File: config.mk
export PLATFORM = sky130hd
export DESIGN_NAME = sbcspi_device_flat
export DESIGN_NICKNAME = d
export VERILOG_FILES = /design/src/core/sbcspi_pkg.sv /design/src/core/sbcspi_link_if.sv /design/src/core/sbcspi_device.sv /design/src/core/sbcspi_sync.sv /design/src/flat_wrapper.sv
export SDC_FILE = /design/constraint.sdc
export NUM_CORES = 1
export LEC_CHECK = 0
export ABC_AREA = 1
export BUFFER_PORTS_ARGS = -buffer_cell sky130_fd_sc_hd__clkbuf_2
export CORE_ASPECT_RATIO = 0.7
export CORE_MARGIN = 2
export CORE_UTILIZATION = 52
export DETAILED_ROUTE_END_ITERATION = 8
export GPL_TIMING_DRIVEN = 0
export PLACE_DENSITY_LB_ADDON = 0.25
export SLEW_MARGIN = 5
export SYNTH_ARGS = -nofsm -noshare
export SYNTH_HDL_FRONTEND = slang
export SYNTH_SLANG_ARGS = --single-unit
File: constraint.sdc
create_clock -name mclk_i -period 5.5 [get_ports mclk_i]
set_clock_uncertainty 0.1 [all_clocks]
set_input_delay 0.55 -clock mclk_i [delete_from_list [all_inputs] [get_ports mclk_i]]
set_output_delay 0.55 -clock mclk_i [all_outputs]
set_load 0.01 [all_outputs]
File: src/core/sbcspi_pkg.sv
// Shared constants for the serial command port: word layout, codes, timing, host map
package sbcspi_pkg;

   // ----------------------------------------------------------------
   // Word layout
   // ----------------------------------------------------------------
   localparam int WORD_W = 16;
   localparam int CNT_W = 4;
   localparam int DATA_W = 8;
   localparam int WD_BIT = 15;      // Input: watchdog_trigger_bit
   localparam int MODE_HI = 14;     // Input and output: mode_select_field
   localparam int MODE_LO = 12;
   localparam int CFG_HI = 11;      // Input and output: cfg_select_field
   localparam int CFG_LO = 9;
   localparam int FE_BIT = 15;      // Output: frame_error_flag
   localparam int WAKE_BIT = 8;     // Output: wake_pin_level
   localparam int RO_LOAD_CNT = 7;  // Bits received once mode and cfg fields are complete

   // ----------------------------------------------------------------
   // Mode and configuration codes
   // ----------------------------------------------------------------
   localparam logic [2:0] MODE_NONE = 3'h0;
   localparam logic [2:0] MODE_RESTART = 3'h1;
   localparam logic [2:0] MODE_SWFLASH = 3'h2;
   localparam logic [2:0] MODE_NORMAL = 3'h3;
   localparam logic [2:0] MODE_SLEEP = 3'h4;
   localparam logic [2:0] MODE_STOP = 3'h5;
   localparam logic [2:0] MODE_FAILSAFE = 3'h6;
   localparam logic [2:0] MODE_RDONLY = 3'h7;
   localparam logic [2:0] CFG_COMM = 3'h2;
   localparam logic [2:0] CFG_RSVD = 3'h3;

   // ----------------------------------------------------------------
   // Device interrupt layout (inside the communication failure register)
   // ----------------------------------------------------------------
   localparam int EV_W = 3;
   localparam int EV_SPI_FAIL = 0;
   localparam int EV_FRAME = 1;
   localparam int EV_WAKE = 2;
   localparam int EN_LO = 0;         // Enable bits [2:0]
   localparam int CLR_LO = 4;        // Write-one-clear bits [6:4], status reads back here
   localparam logic [EV_W-1:0] IRQ_EN_RST = 3'h7;
   localparam logic [DATA_W-1:0] REG_RST = 8'h00;
   localparam logic [WORD_W-1:0] WORD_RST = 16'h0000;

   // ----------------------------------------------------------------
   // Timing
   // ----------------------------------------------------------------
   localparam int CLK_NS = 5;
   localparam int SCLK_NS = 160;
   localparam int SCLK_HALF_CYC = SCLK_NS / (2 * CLK_NS);
   localparam int TMR_W = 5;
   localparam int GAP_CYC = 2 * SCLK_HALF_CYC;

   // ----------------------------------------------------------------
   // Host register map
   // ----------------------------------------------------------------
   localparam int ADDR_W = 8;
   localparam logic [ADDR_W-1:0] ADDR_TX = 8'h00;
   localparam logic [ADDR_W-1:0] ADDR_CTRL = 8'h04;
   localparam logic [ADDR_W-1:0] ADDR_RX = 8'h08;
   localparam logic [ADDR_W-1:0] ADDR_STAT = 8'h0C;
   localparam logic [ADDR_W-1:0] ADDR_MASK = 8'h10;
   localparam int NB_W = 5;          // CTRL [4:0]: clocks per frame, 0 means 16
   localparam int HEV_W = 2;
   localparam int HEV_DONE = 0;
   localparam int HEV_FERR = 1;
   localparam int BUSY_BIT = 8;

endpackage

File: src/core/sbcspi_link_if.sv
// Link between the microcontroller end and the device end of the serial port
`timescale 1ns/100ps
interface sbcspi_link_if;
   logic select_n;
   logic sclk;
   logic serial_in;
   logic serial_out;
   logic serial_out_oe;
   logic miso_line;

   // Shared data-out line with a pull-up when nobody drives it
   assign miso_line = serial_out_oe ? serial_out : 1'b1;

   modport dev (input select_n, input sclk, input serial_in, output serial_out, output serial_out_oe);
   modport host (output select_n, output sclk, output serial_in, input miso_line);
endinterface

File: src/core/sbcspi_device.sv
// Device end of the serial command port: framing, command checks, registers, interrupt
`timescale 1ns/100ps
// ----------------------------------------------------------------
// ----------------------------------------------------------------
module sbcspi_device
   import sbcspi_pkg::*;
(
   // Clock and reset
   input wire logic mclk_i,
   input wire logic rstn_i,
   // Serial link
   sbcspi_link_if.dev link,
   // Device pins
   input wire logic wake_pin_i,
   input wire logic dev_mode_i,
   // Accepted command
   output logic [2:0] mode_o,
   output logic [WORD_W-1:0] ctrl_word_o,
   output logic ctrl_valid_o,
   output logic wd_kick_o,
   // Interrupt
   output logic int_o
);

   // ----------------------------------------------------------------
   // Pin synchronisation and edge detection
   // ----------------------------------------------------------------
   logic sel_n_s, sclk_s, sin_s, wake_s;
   logic sel_n_p_q, sclk_p_q, wake_p_q;
   logic active, sel_fall, sel_rise, clk_rise, clk_fall;

   sbcspi_sync #(.W(4), .RST(4'b0001)) u_sync (
      .mclk_i(mclk_i),
      .rstn_i(rstn_i),
      .d_i({wake_pin_i, link.serial_in, link.sclk, link.select_n}),
      .q_o({wake_s, sin_s, sclk_s, sel_n_s})
   );

   // Previous values for edge finding
   always_ff @(posedge mclk_i) begin
      if (!rstn_i) begin
         sel_n_p_q <= 1'b1;
         sclk_p_q <= 1'b0;
         wake_p_q <= 1'b0;
      end else begin
         sel_n_p_q <= sel_n_s;
         sclk_p_q <= sclk_s;
         wake_p_q <= wake_s;
      end
   end

   assign active = ~sel_n_s;
   assign sel_fall = ~sel_n_s & sel_n_p_q;
   assign sel_rise = sel_n_s & ~sel_n_p_q;
   assign clk_rise = active & sclk_s & ~sclk_p_q;
   assign clk_fall = active & ~sclk_s & sclk_p_q;

   // ----------------------------------------------------------------
   // Receive shift register and clock counter
   // ----------------------------------------------------------------
   logic [WORD_W-1:0] sh_in_q;
   logic [CNT_W-1:0] cnt_q;
   logic seen_q;

   // Shift serial_in on each falling clock of a selected frame
   always_ff @(posedge mclk_i) begin
      if (!rstn_i) begin
         sh_in_q <= WORD_RST;
         cnt_q <= '0;
         seen_q <= 1'b0;
      end else if (sel_fall) begin
         cnt_q <= '0;
         seen_q <= 1'b0;
      end else if (clk_fall) begin
         sh_in_q <= {sh_in_q[WORD_W-2:0], sin_s};
         cnt_q <= cnt_q + 1'b1;
         seen_q <= 1'b1;
      end
   end

   // Received fields
   logic [2:0] rx_mode, rx_cfg, ro_mode, ro_cfg;
   logic [DATA_W-1:0] rx_data;
   logic rx_wd, frame_ok, mode_ok, cmd_bad, accept;

   assign rx_mode = sh_in_q[MODE_HI:MODE_LO];
   assign rx_cfg = sh_in_q[CFG_HI:CFG_LO];
   assign rx_data = sh_in_q[DATA_W-1:0];
   assign rx_wd = sh_in_q[WD_BIT];
   // Mode and cfg fields as they complete, seen at the seventh falling clock
   assign ro_mode = sh_in_q[4:2];
   assign ro_cfg = {sh_in_q[1:0], sin_s};

   // ----------------------------------------------------------------
   // Command checking
   // ----------------------------------------------------------------
   logic [2:0] mode_q;

   // Mode transitions the state machine allows
   function automatic logic mode_allowed(input logic [2:0] cur, input logic [2:0] req, input logic dev);
      logic ok;
      ok = 1'b1;
      unique case (req)
         MODE_NONE: ok = 1'b0;
         MODE_RESTART: ok = (cur == MODE_SWFLASH);
         MODE_SWFLASH: ok = (cur != MODE_STOP);
         MODE_FAILSAFE: ok = dev;
         default: ok = 1'b1;
      endcase
      return ok;
   endfunction

   assign frame_ok = seen_q && (cnt_q == '0);
   assign mode_ok = mode_allowed(mode_q, rx_mode, dev_mode_i);
   assign cmd_bad = ~frame_ok | ~mode_ok;
   assign accept = sel_rise & ~cmd_bad;

   // ----------------------------------------------------------------
   // Register file and interrupt
   // ----------------------------------------------------------------
   logic [DATA_W-1:0] regs_q [8];
   logic [EV_W-1:0] status_q, irq_en_q, ev, clr;
   logic wr_en;

   assign wr_en = accept && (rx_mode != MODE_RDONLY);

   // Register contents as read back over the link
   function automatic logic [DATA_W-1:0] rd_data(input logic [2:0] cfg);
      logic [DATA_W-1:0] d;
      d = '0;
      if (cfg == CFG_COMM) begin
         d[CLR_LO +: EV_W] = status_q;
         d[EN_LO +: EV_W] = irq_en_q;
      end else if (cfg != CFG_RSVD) begin
         d = regs_q[cfg];
      end
      return d;
   endfunction

   // Write the selected configuration register
   always_ff @(posedge mclk_i) begin
      if (!rstn_i) begin
         for (int i = 0; i < 8; i++) begin
            regs_q[i] <= REG_RST;
         end
         irq_en_q <= IRQ_EN_RST;
      end else if (wr_en) begin
         if (rx_cfg == CFG_COMM) begin
            irq_en_q <= rx_data[EN_LO +: EV_W];
         end else if (rx_cfg != CFG_RSVD) begin
            regs_q[rx_cfg] <= rx_data;
         end
      end
   end

   assign ev[EV_SPI_FAIL] = sel_rise & cmd_bad;
   assign ev[EV_FRAME] = sel_rise & ~frame_ok;
   assign ev[EV_WAKE] = wake_s ^ wake_p_q;
   assign clr = (wr_en && rx_cfg == CFG_COMM) ? rx_data[CLR_LO +: EV_W] : '0;

   // Sticky status, an event wins over its own clear
   always_ff @(posedge mclk_i) begin
      if (!rstn_i) begin
         status_q <= '0;
      end else begin
         status_q <= (status_q & ~clr) | ev;
      end
   end

   assign int_o = |(status_q & irq_en_q);

   // ----------------------------------------------------------------
   // Frame outcome: control word, mode, watchdog, error memory
   // ----------------------------------------------------------------
   logic fe_pend_q, repeat_q, wd_last_q;

   always_ff @(posedge mclk_i) begin
      if (!rstn_i) begin
         mode_q <= MODE_NONE;
         ctrl_word_o <= WORD_RST;
         ctrl_valid_o <= 1'b0;
         wd_kick_o <= 1'b0;
         wd_last_q <= 1'b0;
         fe_pend_q <= 1'b0;
         repeat_q <= 1'b0;
      end else begin
         ctrl_valid_o <= wr_en;
         wd_kick_o <= accept && (rx_wd != wd_last_q);
         if (sel_rise) begin
            fe_pend_q <= ~frame_ok;
            repeat_q <= cmd_bad;
         end
         if (accept) begin
            wd_last_q <= rx_wd;
         end
         if (wr_en) begin
            mode_q <= rx_mode;
            ctrl_word_o <= sh_in_q;
         end
      end
   end

   assign mode_o = mode_q;

   // ----------------------------------------------------------------
   // Transmit word and data-out pin
   // ----------------------------------------------------------------
   logic [WORD_W-1:0] out_word_q, prev_q, word_new;
   logic [CNT_W-1:0] out_idx_q;
   logic sout_q, oe_q;

   always_comb begin
      word_new = {fe_pend_q, mode_q, rx_cfg, wake_s, rd_data(rx_cfg)};
   end

   // Load at frame start, patch read data mid-frame, step on rising clocks
   always_ff @(posedge mclk_i) begin
      if (!rstn_i) begin
         out_word_q <= WORD_RST;
         prev_q <= WORD_RST;
         out_idx_q <= CNT_W'(WORD_W - 1);
      end else if (sel_fall) begin
         out_idx_q <= CNT_W'(WORD_W - 1);
         if (repeat_q) begin
            out_word_q <= {fe_pend_q, prev_q[WORD_W-2:0]};
         end else begin
            out_word_q <= word_new;
         end
      end else if (sel_rise) begin
         prev_q <= out_word_q;
      end else if (clk_rise && seen_q) begin // First bit stands through the first rise
         out_idx_q <= out_idx_q - 1'b1;
      end else if (clk_fall && cnt_q == CNT_W'(RO_LOAD_CNT - 1) && ro_mode == MODE_RDONLY) begin
         out_word_q[DATA_W-1:0] <= rd_data(ro_cfg);
      end
   end

   // Pin drivers from flops, released while deselected
   always_ff @(posedge mclk_i) begin
      if (!rstn_i) begin
         sout_q <= 1'b0;
         oe_q <= 1'b0;
      end else begin
         sout_q <= out_word_q[out_idx_q];
         oe_q <= active;
      end
   end

   assign link.serial_out = sout_q;
   assign link.serial_out_oe = oe_q;

endmodule

File: src/core/sbcspi_sync.sv
// Two flip-flop synchroniser for pins that arrive from outside the clock domain
`timescale 1ns/100ps
module sbcspi_sync #(
   parameter int W = 1,
   parameter logic [W-1:0] RST = '0
) (
   // Clock and reset
   input wire logic mclk_i,
   input wire logic rstn_i,
   // Data
   input wire logic [W-1:0] d_i,
   output logic [W-1:0] q_o
);
   logic [W-1:0] meta_q;

   // First stage feeds only the second
   always_ff @(posedge mclk_i) begin
      if (!rstn_i) begin
         meta_q <= RST;
         q_o <= RST;
      end else begin
         meta_q <= d_i;
         q_o <= meta_q;
      end
   end
endmodule

File: src/flat_wrapper.sv
// flat-port wrapper written by rule: the top's interface ports become plain ports
module sbcspi_device_flat import sbcspi_pkg::*;
  (mclk_i, rstn_i, wake_pin_i, dev_mode_i, mode_o, ctrl_word_o, ctrl_valid_o, wd_kick_o, int_o, link_select_n, link_sclk, link_serial_in, link_serial_out, link_serial_out_oe);
  sbcspi_link_if link_i ();
  input wire logic mclk_i;
  input wire logic rstn_i;
  input wire logic wake_pin_i;
  input wire logic dev_mode_i;
  output logic [2:0] mode_o;
  output logic [WORD_W-1:0] ctrl_word_o;
  output logic ctrl_valid_o;
  output logic wd_kick_o;
  output logic int_o;
  input wire logic [$bits(link_i.select_n)-1:0] link_select_n;
  input wire logic [$bits(link_i.sclk)-1:0] link_sclk;
  input wire logic [$bits(link_i.serial_in)-1:0] link_serial_in;
  output wire logic [$bits(link_i.serial_out)-1:0] link_serial_out;
  output wire logic [$bits(link_i.serial_out_oe)-1:0] link_serial_out_oe;
  assign link_i.select_n = link_select_n;
  assign link_i.sclk = link_sclk;
  assign link_i.serial_in = link_serial_in;
  assign link_serial_out = link_i.serial_out;
  assign link_serial_out_oe = link_i.serial_out_oe;
  sbcspi_device u_core (.mclk_i(mclk_i), .rstn_i(rstn_i), .link(link_i), .wake_pin_i(wake_pin_i), .dev_mode_i(dev_mode_i), .mode_o(mode_o), .ctrl_word_o(ctrl_word_o), .ctrl_valid_o(ctrl_valid_o), .wd_kick_o(wd_kick_o), .int_o(int_o));
endmodule
==> flow_results.org <==
** Critical path
- Register-to-Register Path Depth :: 10
- The critical path starts at u_core.cnt_q[0].
- Nature of the critical path endpoint :: flop
- Of all nets on the critical path, the largest fanout is 9.
- Startpoint kind of the worst setup timing path :: flop
- CP Data Arrival Time :: 2.48 ns
- Across all register-to-register paths, the minimum setup slack is 3.00 ns.
- At the worst endpoint, the required time is 5.48 ns.
- The endpoint identified for the worst register-to-register timing path is u_core.regs_q[6][2].
- CP Class :: flop to flop
- Crit Reg-Reg Startpoint :: u_core.cnt_q[0]

** Yosys
- Post-Syn Area :: 0.00718 mm^2
- Seq/Total Area, Yosys :: 0.544
- Top cell type by total area after synthesis :: sky130_fd_sc_hd__dfxtp_1
- Number of warnings issued by yosys :: 0
- Count of state elements after synthesis :: 163
- Mean Syn Cell Area :: 8.62 um^2
- Number of cells produced by synthesis :: 833
- Area contributors post-synth :: sky130_fd_sc_hd__dfxtp_1 28%, sky130_fd_sc_hd__edfxtp_1 27%, sky130_fd_sc_hd__o21ai_0 8.6%
- Post-synth top area share :: 0.276
- Number of distinct library cells after synthesis :: 35

** Final layout
- Of the cells placed in the final design, the portion with a size suffix greater than 1 is 0.109.
- For this run, the share of the core covered by cells in the final layout is 0.617.
- FILL cells :: 1227
- The net count of the finished layout is 908.
- # diodes :: 0
- Area occupied by registers :: 0.00390 mm^2
- Non-Filler Cell Area, Final :: 0.00821 mm^2
- The area growth from synthesis to layout is 14.4%.
- Summing all multi-input logic gate instances after layout gives 0.00278 mm^2.
- Number of standard cells in the final layout excluding fillers :: 1095

** Run
- Across the run, the number of max-cap violations was 0.

** Clocking
- Total number of H-tree levels :: 4
- Clock input transition at the sequential cells of the worst setup and hold paths :: 0.07 ns
- The longest clock path from root to sink contains 2 buffers.
- The later pin in the worst-skew pair is clocked with a latency of 0.44 ns.
- The number of gates resized after CTS was 0.
- Number of buffers inserted by hold repair at cts :: 0
- Clock tree from TritonCTS :: done
- The clock drives 163 sinks.
- The number of setup buffers added after CTS is 0.
- Clock Tree Root :: sky130_fd_sc_hd__clkbuf_16
- Counting the buffers created by CTS gives 17.

** Die
- 31 I/O pins were placed.
- Vertical extent of the die :: 102 um
- Floorplan core area :: 0.0133 mm^2
- The die covers 0.0148 mm^2.
- Initial core utilization :: 0.539
- Width of the chip :: 144 um
- Row generation in the floorplan step produced 35 rows.

** STA
- The number of hold-slack violations in the final timing report came to 0.
- Adding up every negative setup slack in the final design gives 0 ns.
- Fmax :: 400 MHz
- At the pin with the least slew margin, the transition time is 1.06 ns.
- Finish-stage setup viols :: 0
- The final number of max-transition violations came to 0.
- Minimum clock period after layout :: 2.50 ns
- Headroom to the max-slew limit came out at 0.292.
- Share of the clock period used by the worst path :: 0.455
- RSZ-0062 raised after global routing :: no

** Placed design
- Detailed placement ended at an HPWL of 15400 um.
- At the end of routability-driven placement, the weighted congestion stood at 1.02.
- Number of cells after detailed placement :: 1063
- # port buffers :: 30
- The placed instances occupy a cell area of 0.00762 mm^2.

** Pwr
- In this run the power density over the cells is 318 mW/mm^2.
- Max IR drop VDD :: 0.218 mV
- P_leak :: 3.17 nW

** Status
- The flow ran to the end, and the final reports show no timing, DRC or antenna violations.

** Detailed routing
- Dividing the detail-routed wire length by the instance count gives 19.6 um.
- Total via count after detailed routing :: 6274
- Number of DRC markers in iteration 0 :: 684
- First drt pass iteration count :: 7
- After detailed routing, the number of remaining DRC violations is 0.
- After detailed routing, the total wire length is 21400 um.
- In the routed layout, each cell is associated on average with a via count of 5.73.
- The detail route stage leaves a number of antenna-violating nets equal to 0.

** Hold path
- In this run the most critical hold path is launched from link_serial_in.
- The worst hold path was traced through 3 stages.
- The tightest min-delay check is of the primary input to flop type.
- Hold-critical path endpoint :: u_core.u_sync.meta_q[2]

** GRT
- Across every metal layer, demand over resource in global routing totals 0.301.
- Entering global routing, the biggest net connects 18 pins.
- Remaining global-route overflow :: 0
- The initial antenna violation count was 0.
- The first global-routing pass estimated 32500 um of wire.
- Via count of the first global-routing pass :: 5603
[power breakdown]
group	leakage (nW)	switching, mW	internal (mW)
logic	1.43	0.0718	0.0245
clock network	0.287	0.518	0.690
registers	1.45	0.0190	1.29
total	3.17	0.609	2.00
[state kept, by name, indices dropped and copies added (netlist names), 2 cells and up, named ones only]
name	count
u_core.irq_en_q	3
u_core.regs_q	64
u_core.u_sync.q_o	4
u_core.prev_q	15
u_core.out_word_q	16
u_core.mode_o	2
u_core.ctrl_word_o	14
u_core.sh_in_q	16
u_core.cnt_q	4
u_core.status_q	3
u_core.u_sync.meta_q	4
u_core.out_idx_q	4
[how the worst max path moves through the flow]
stage	end	slack [ns]	cells past startpoint
finish	u_core.regs_q[6][2]	3.00	10
global placement	u_core.regs_q[6][2]	2.94	4
CTS	u_core.regs_q[6][2]	3.05	10
detailed placement	u_core.regs_q[6][2]	2.90	4
global route	u_core.regs_q[7][1]	2.88	10
floorplan	u_core.regs_q[1][0]	3.49	8
[metal layers]
metal / share of wire / vias to the layer above / wire length [um] / global-route usage
met4: 0.013 / 0 / 282 / 0.0866
met2: 0.40 / 316 / 8540 / 0.400
met5: 0 / - / 0 / 0
met1: 0.48 / 2975 / 10200 / 0.474
met3: 0.11 / 28 / 2420 / 0.0825
li1: - / 2955 / - / -
[worst max-delay path, cell delays in order (launching register included)]
cell and delay [ns]:
sky130_fd_sc_hd__dfxtp_1 0.34, sky130_fd_sc_hd__inv_1 0.13, sky130_fd_sc_hd__ha_1 0.18, sky130_fd_sc_hd__nand4_1 0.18
sky130_fd_sc_hd__inv_1 0.18, sky130_fd_sc_hd__nand3_4 0.19, sky130_fd_sc_hd__nor2_4 0.15, sky130_fd_sc_hd__nand2_4 0.11
sky130_fd_sc_hd__nor2_8 0.15, sky130_fd_sc_hd__nand2_4 0.12, sky130_fd_sc_hd__nand2_1 0.33
[cell usage after synthesis]
cell and instances:
sky130_fd_sc_hd__o21ai_0 123, sky130_fd_sc_hd__a21oi_1 115, sky130_fd_sc_hd__dfxtp_1 99, sky130_fd_sc_hd__inv_1 92, sky130_fd_sc_hd__nand2_1 89, sky130_fd_sc_hd__nor2_1 76
sky130_fd_sc_hd__edfxtp_1 64, sky130_fd_sc_hd__nand3_1 35, sky130_fd_sc_hd__clkbuf_1 30, sky130_fd_sc_hd__o211ai_1 26, sky130_fd_sc_hd__nand4_1 9, sky130_fd_sc_hd__nor2_2 8
sky130_fd_sc_hd__nand2_4 7, sky130_fd_sc_hd__o22ai_1 7, sky130_fd_sc_hd__buf_2 6, sky130_fd_sc_hd__nor3_1 6, sky130_fd_sc_hd__buf_1 4, sky130_fd_sc_hd__buf_4 4
sky130_fd_sc_hd__ha_1 4, sky130_fd_sc_hd__clkinv_1 3, sky130_fd_sc_hd__inv_2 3, sky130_fd_sc_hd__nor2_4 3, sky130_fd_sc_hd__or2_2 3, sky130_fd_sc_hd__nor2_8 2
sky130_fd_sc_hd__nor3_2 2, sky130_fd_sc_hd__o2111ai_1 2, sky130_fd_sc_hd__o21a_1 2, sky130_fd_sc_hd__xnor2_1 2, sky130_fd_sc_hd__a22o_1 1, sky130_fd_sc_hd__conb_1 1
sky130_fd_sc_hd__nand3_4 1, sky130_fd_sc_hd__nand3b_1 1, sky130_fd_sc_hd__nand4_2 1, sky130_fd_sc_hd__o221ai_1 1, sky130_fd_sc_hd__o32ai_1 1
[area by class of cell]
cell class,instances,share of cell area
repair buffers,30,0.0183
plain buffers,44,0.0229
well taps,185,0.0282
inverters,98,0.0448
multi-input cells,543,0.338
flip-flops and latches,163,0.475
clock inverters,10,0.0133
clock buffers,22,0.0593
[stage by stage]
step | total power, mW | setup slack [ns] | hold slack [ns]
detailed placement | 1.42 | 2.90 | 0.298
global route | 2.67 | 2.88 | 0.205
floorplan | 1.38 | 3.49 | 0.290
global placement | 1.42 | 2.94 | 0.294
finish | 2.61 | 3.00 | 0.200
CTS | 2.61 | 3.05 | 0.195
[placed cells by master (no fill, tap or decap), types with 7 or more instances in the layout]
cell type	instances
sky130_fd_sc_hd__a21oi_1	115
sky130_fd_sc_hd__clkbuf_1	33
sky130_fd_sc_hd__clkbuf_16	19
sky130_fd_sc_hd__clkbuf_2	30
sky130_fd_sc_hd__conb_1	16
sky130_fd_sc_hd__dfxtp_1	99
sky130_fd_sc_hd__edfxtp_1	64
sky130_fd_sc_hd__inv_1	92
sky130_fd_sc_hd__nand2_1	89
sky130_fd_sc_hd__nand2_4	7
sky130_fd_sc_hd__nand3_1	35
sky130_fd_sc_hd__nand4_1	9
sky130_fd_sc_hd__nor2_1	76
sky130_fd_sc_hd__nor2_2	8
sky130_fd_sc_hd__o211ai_1	26
sky130_fd_sc_hd__o21ai_0	123
sky130_fd_sc_hd__o22ai_1	7
[logic make-up after synthesis]
kind of cell | after synthesis | share of synthesized area
DFF | 163 | 0.544
other | 1 | 0.000522
and+or+nand+nor | 243 | 0.162
xor gates and xnor gates | 2 | 0.00244
AOI/OAI and AO/OA | 278 | 0.207
buffers and inverters | 142 | 0.0774
adders and majority gates | 4 | 0.00697
No activity file was read; power rests on OpenSTA's default activity.
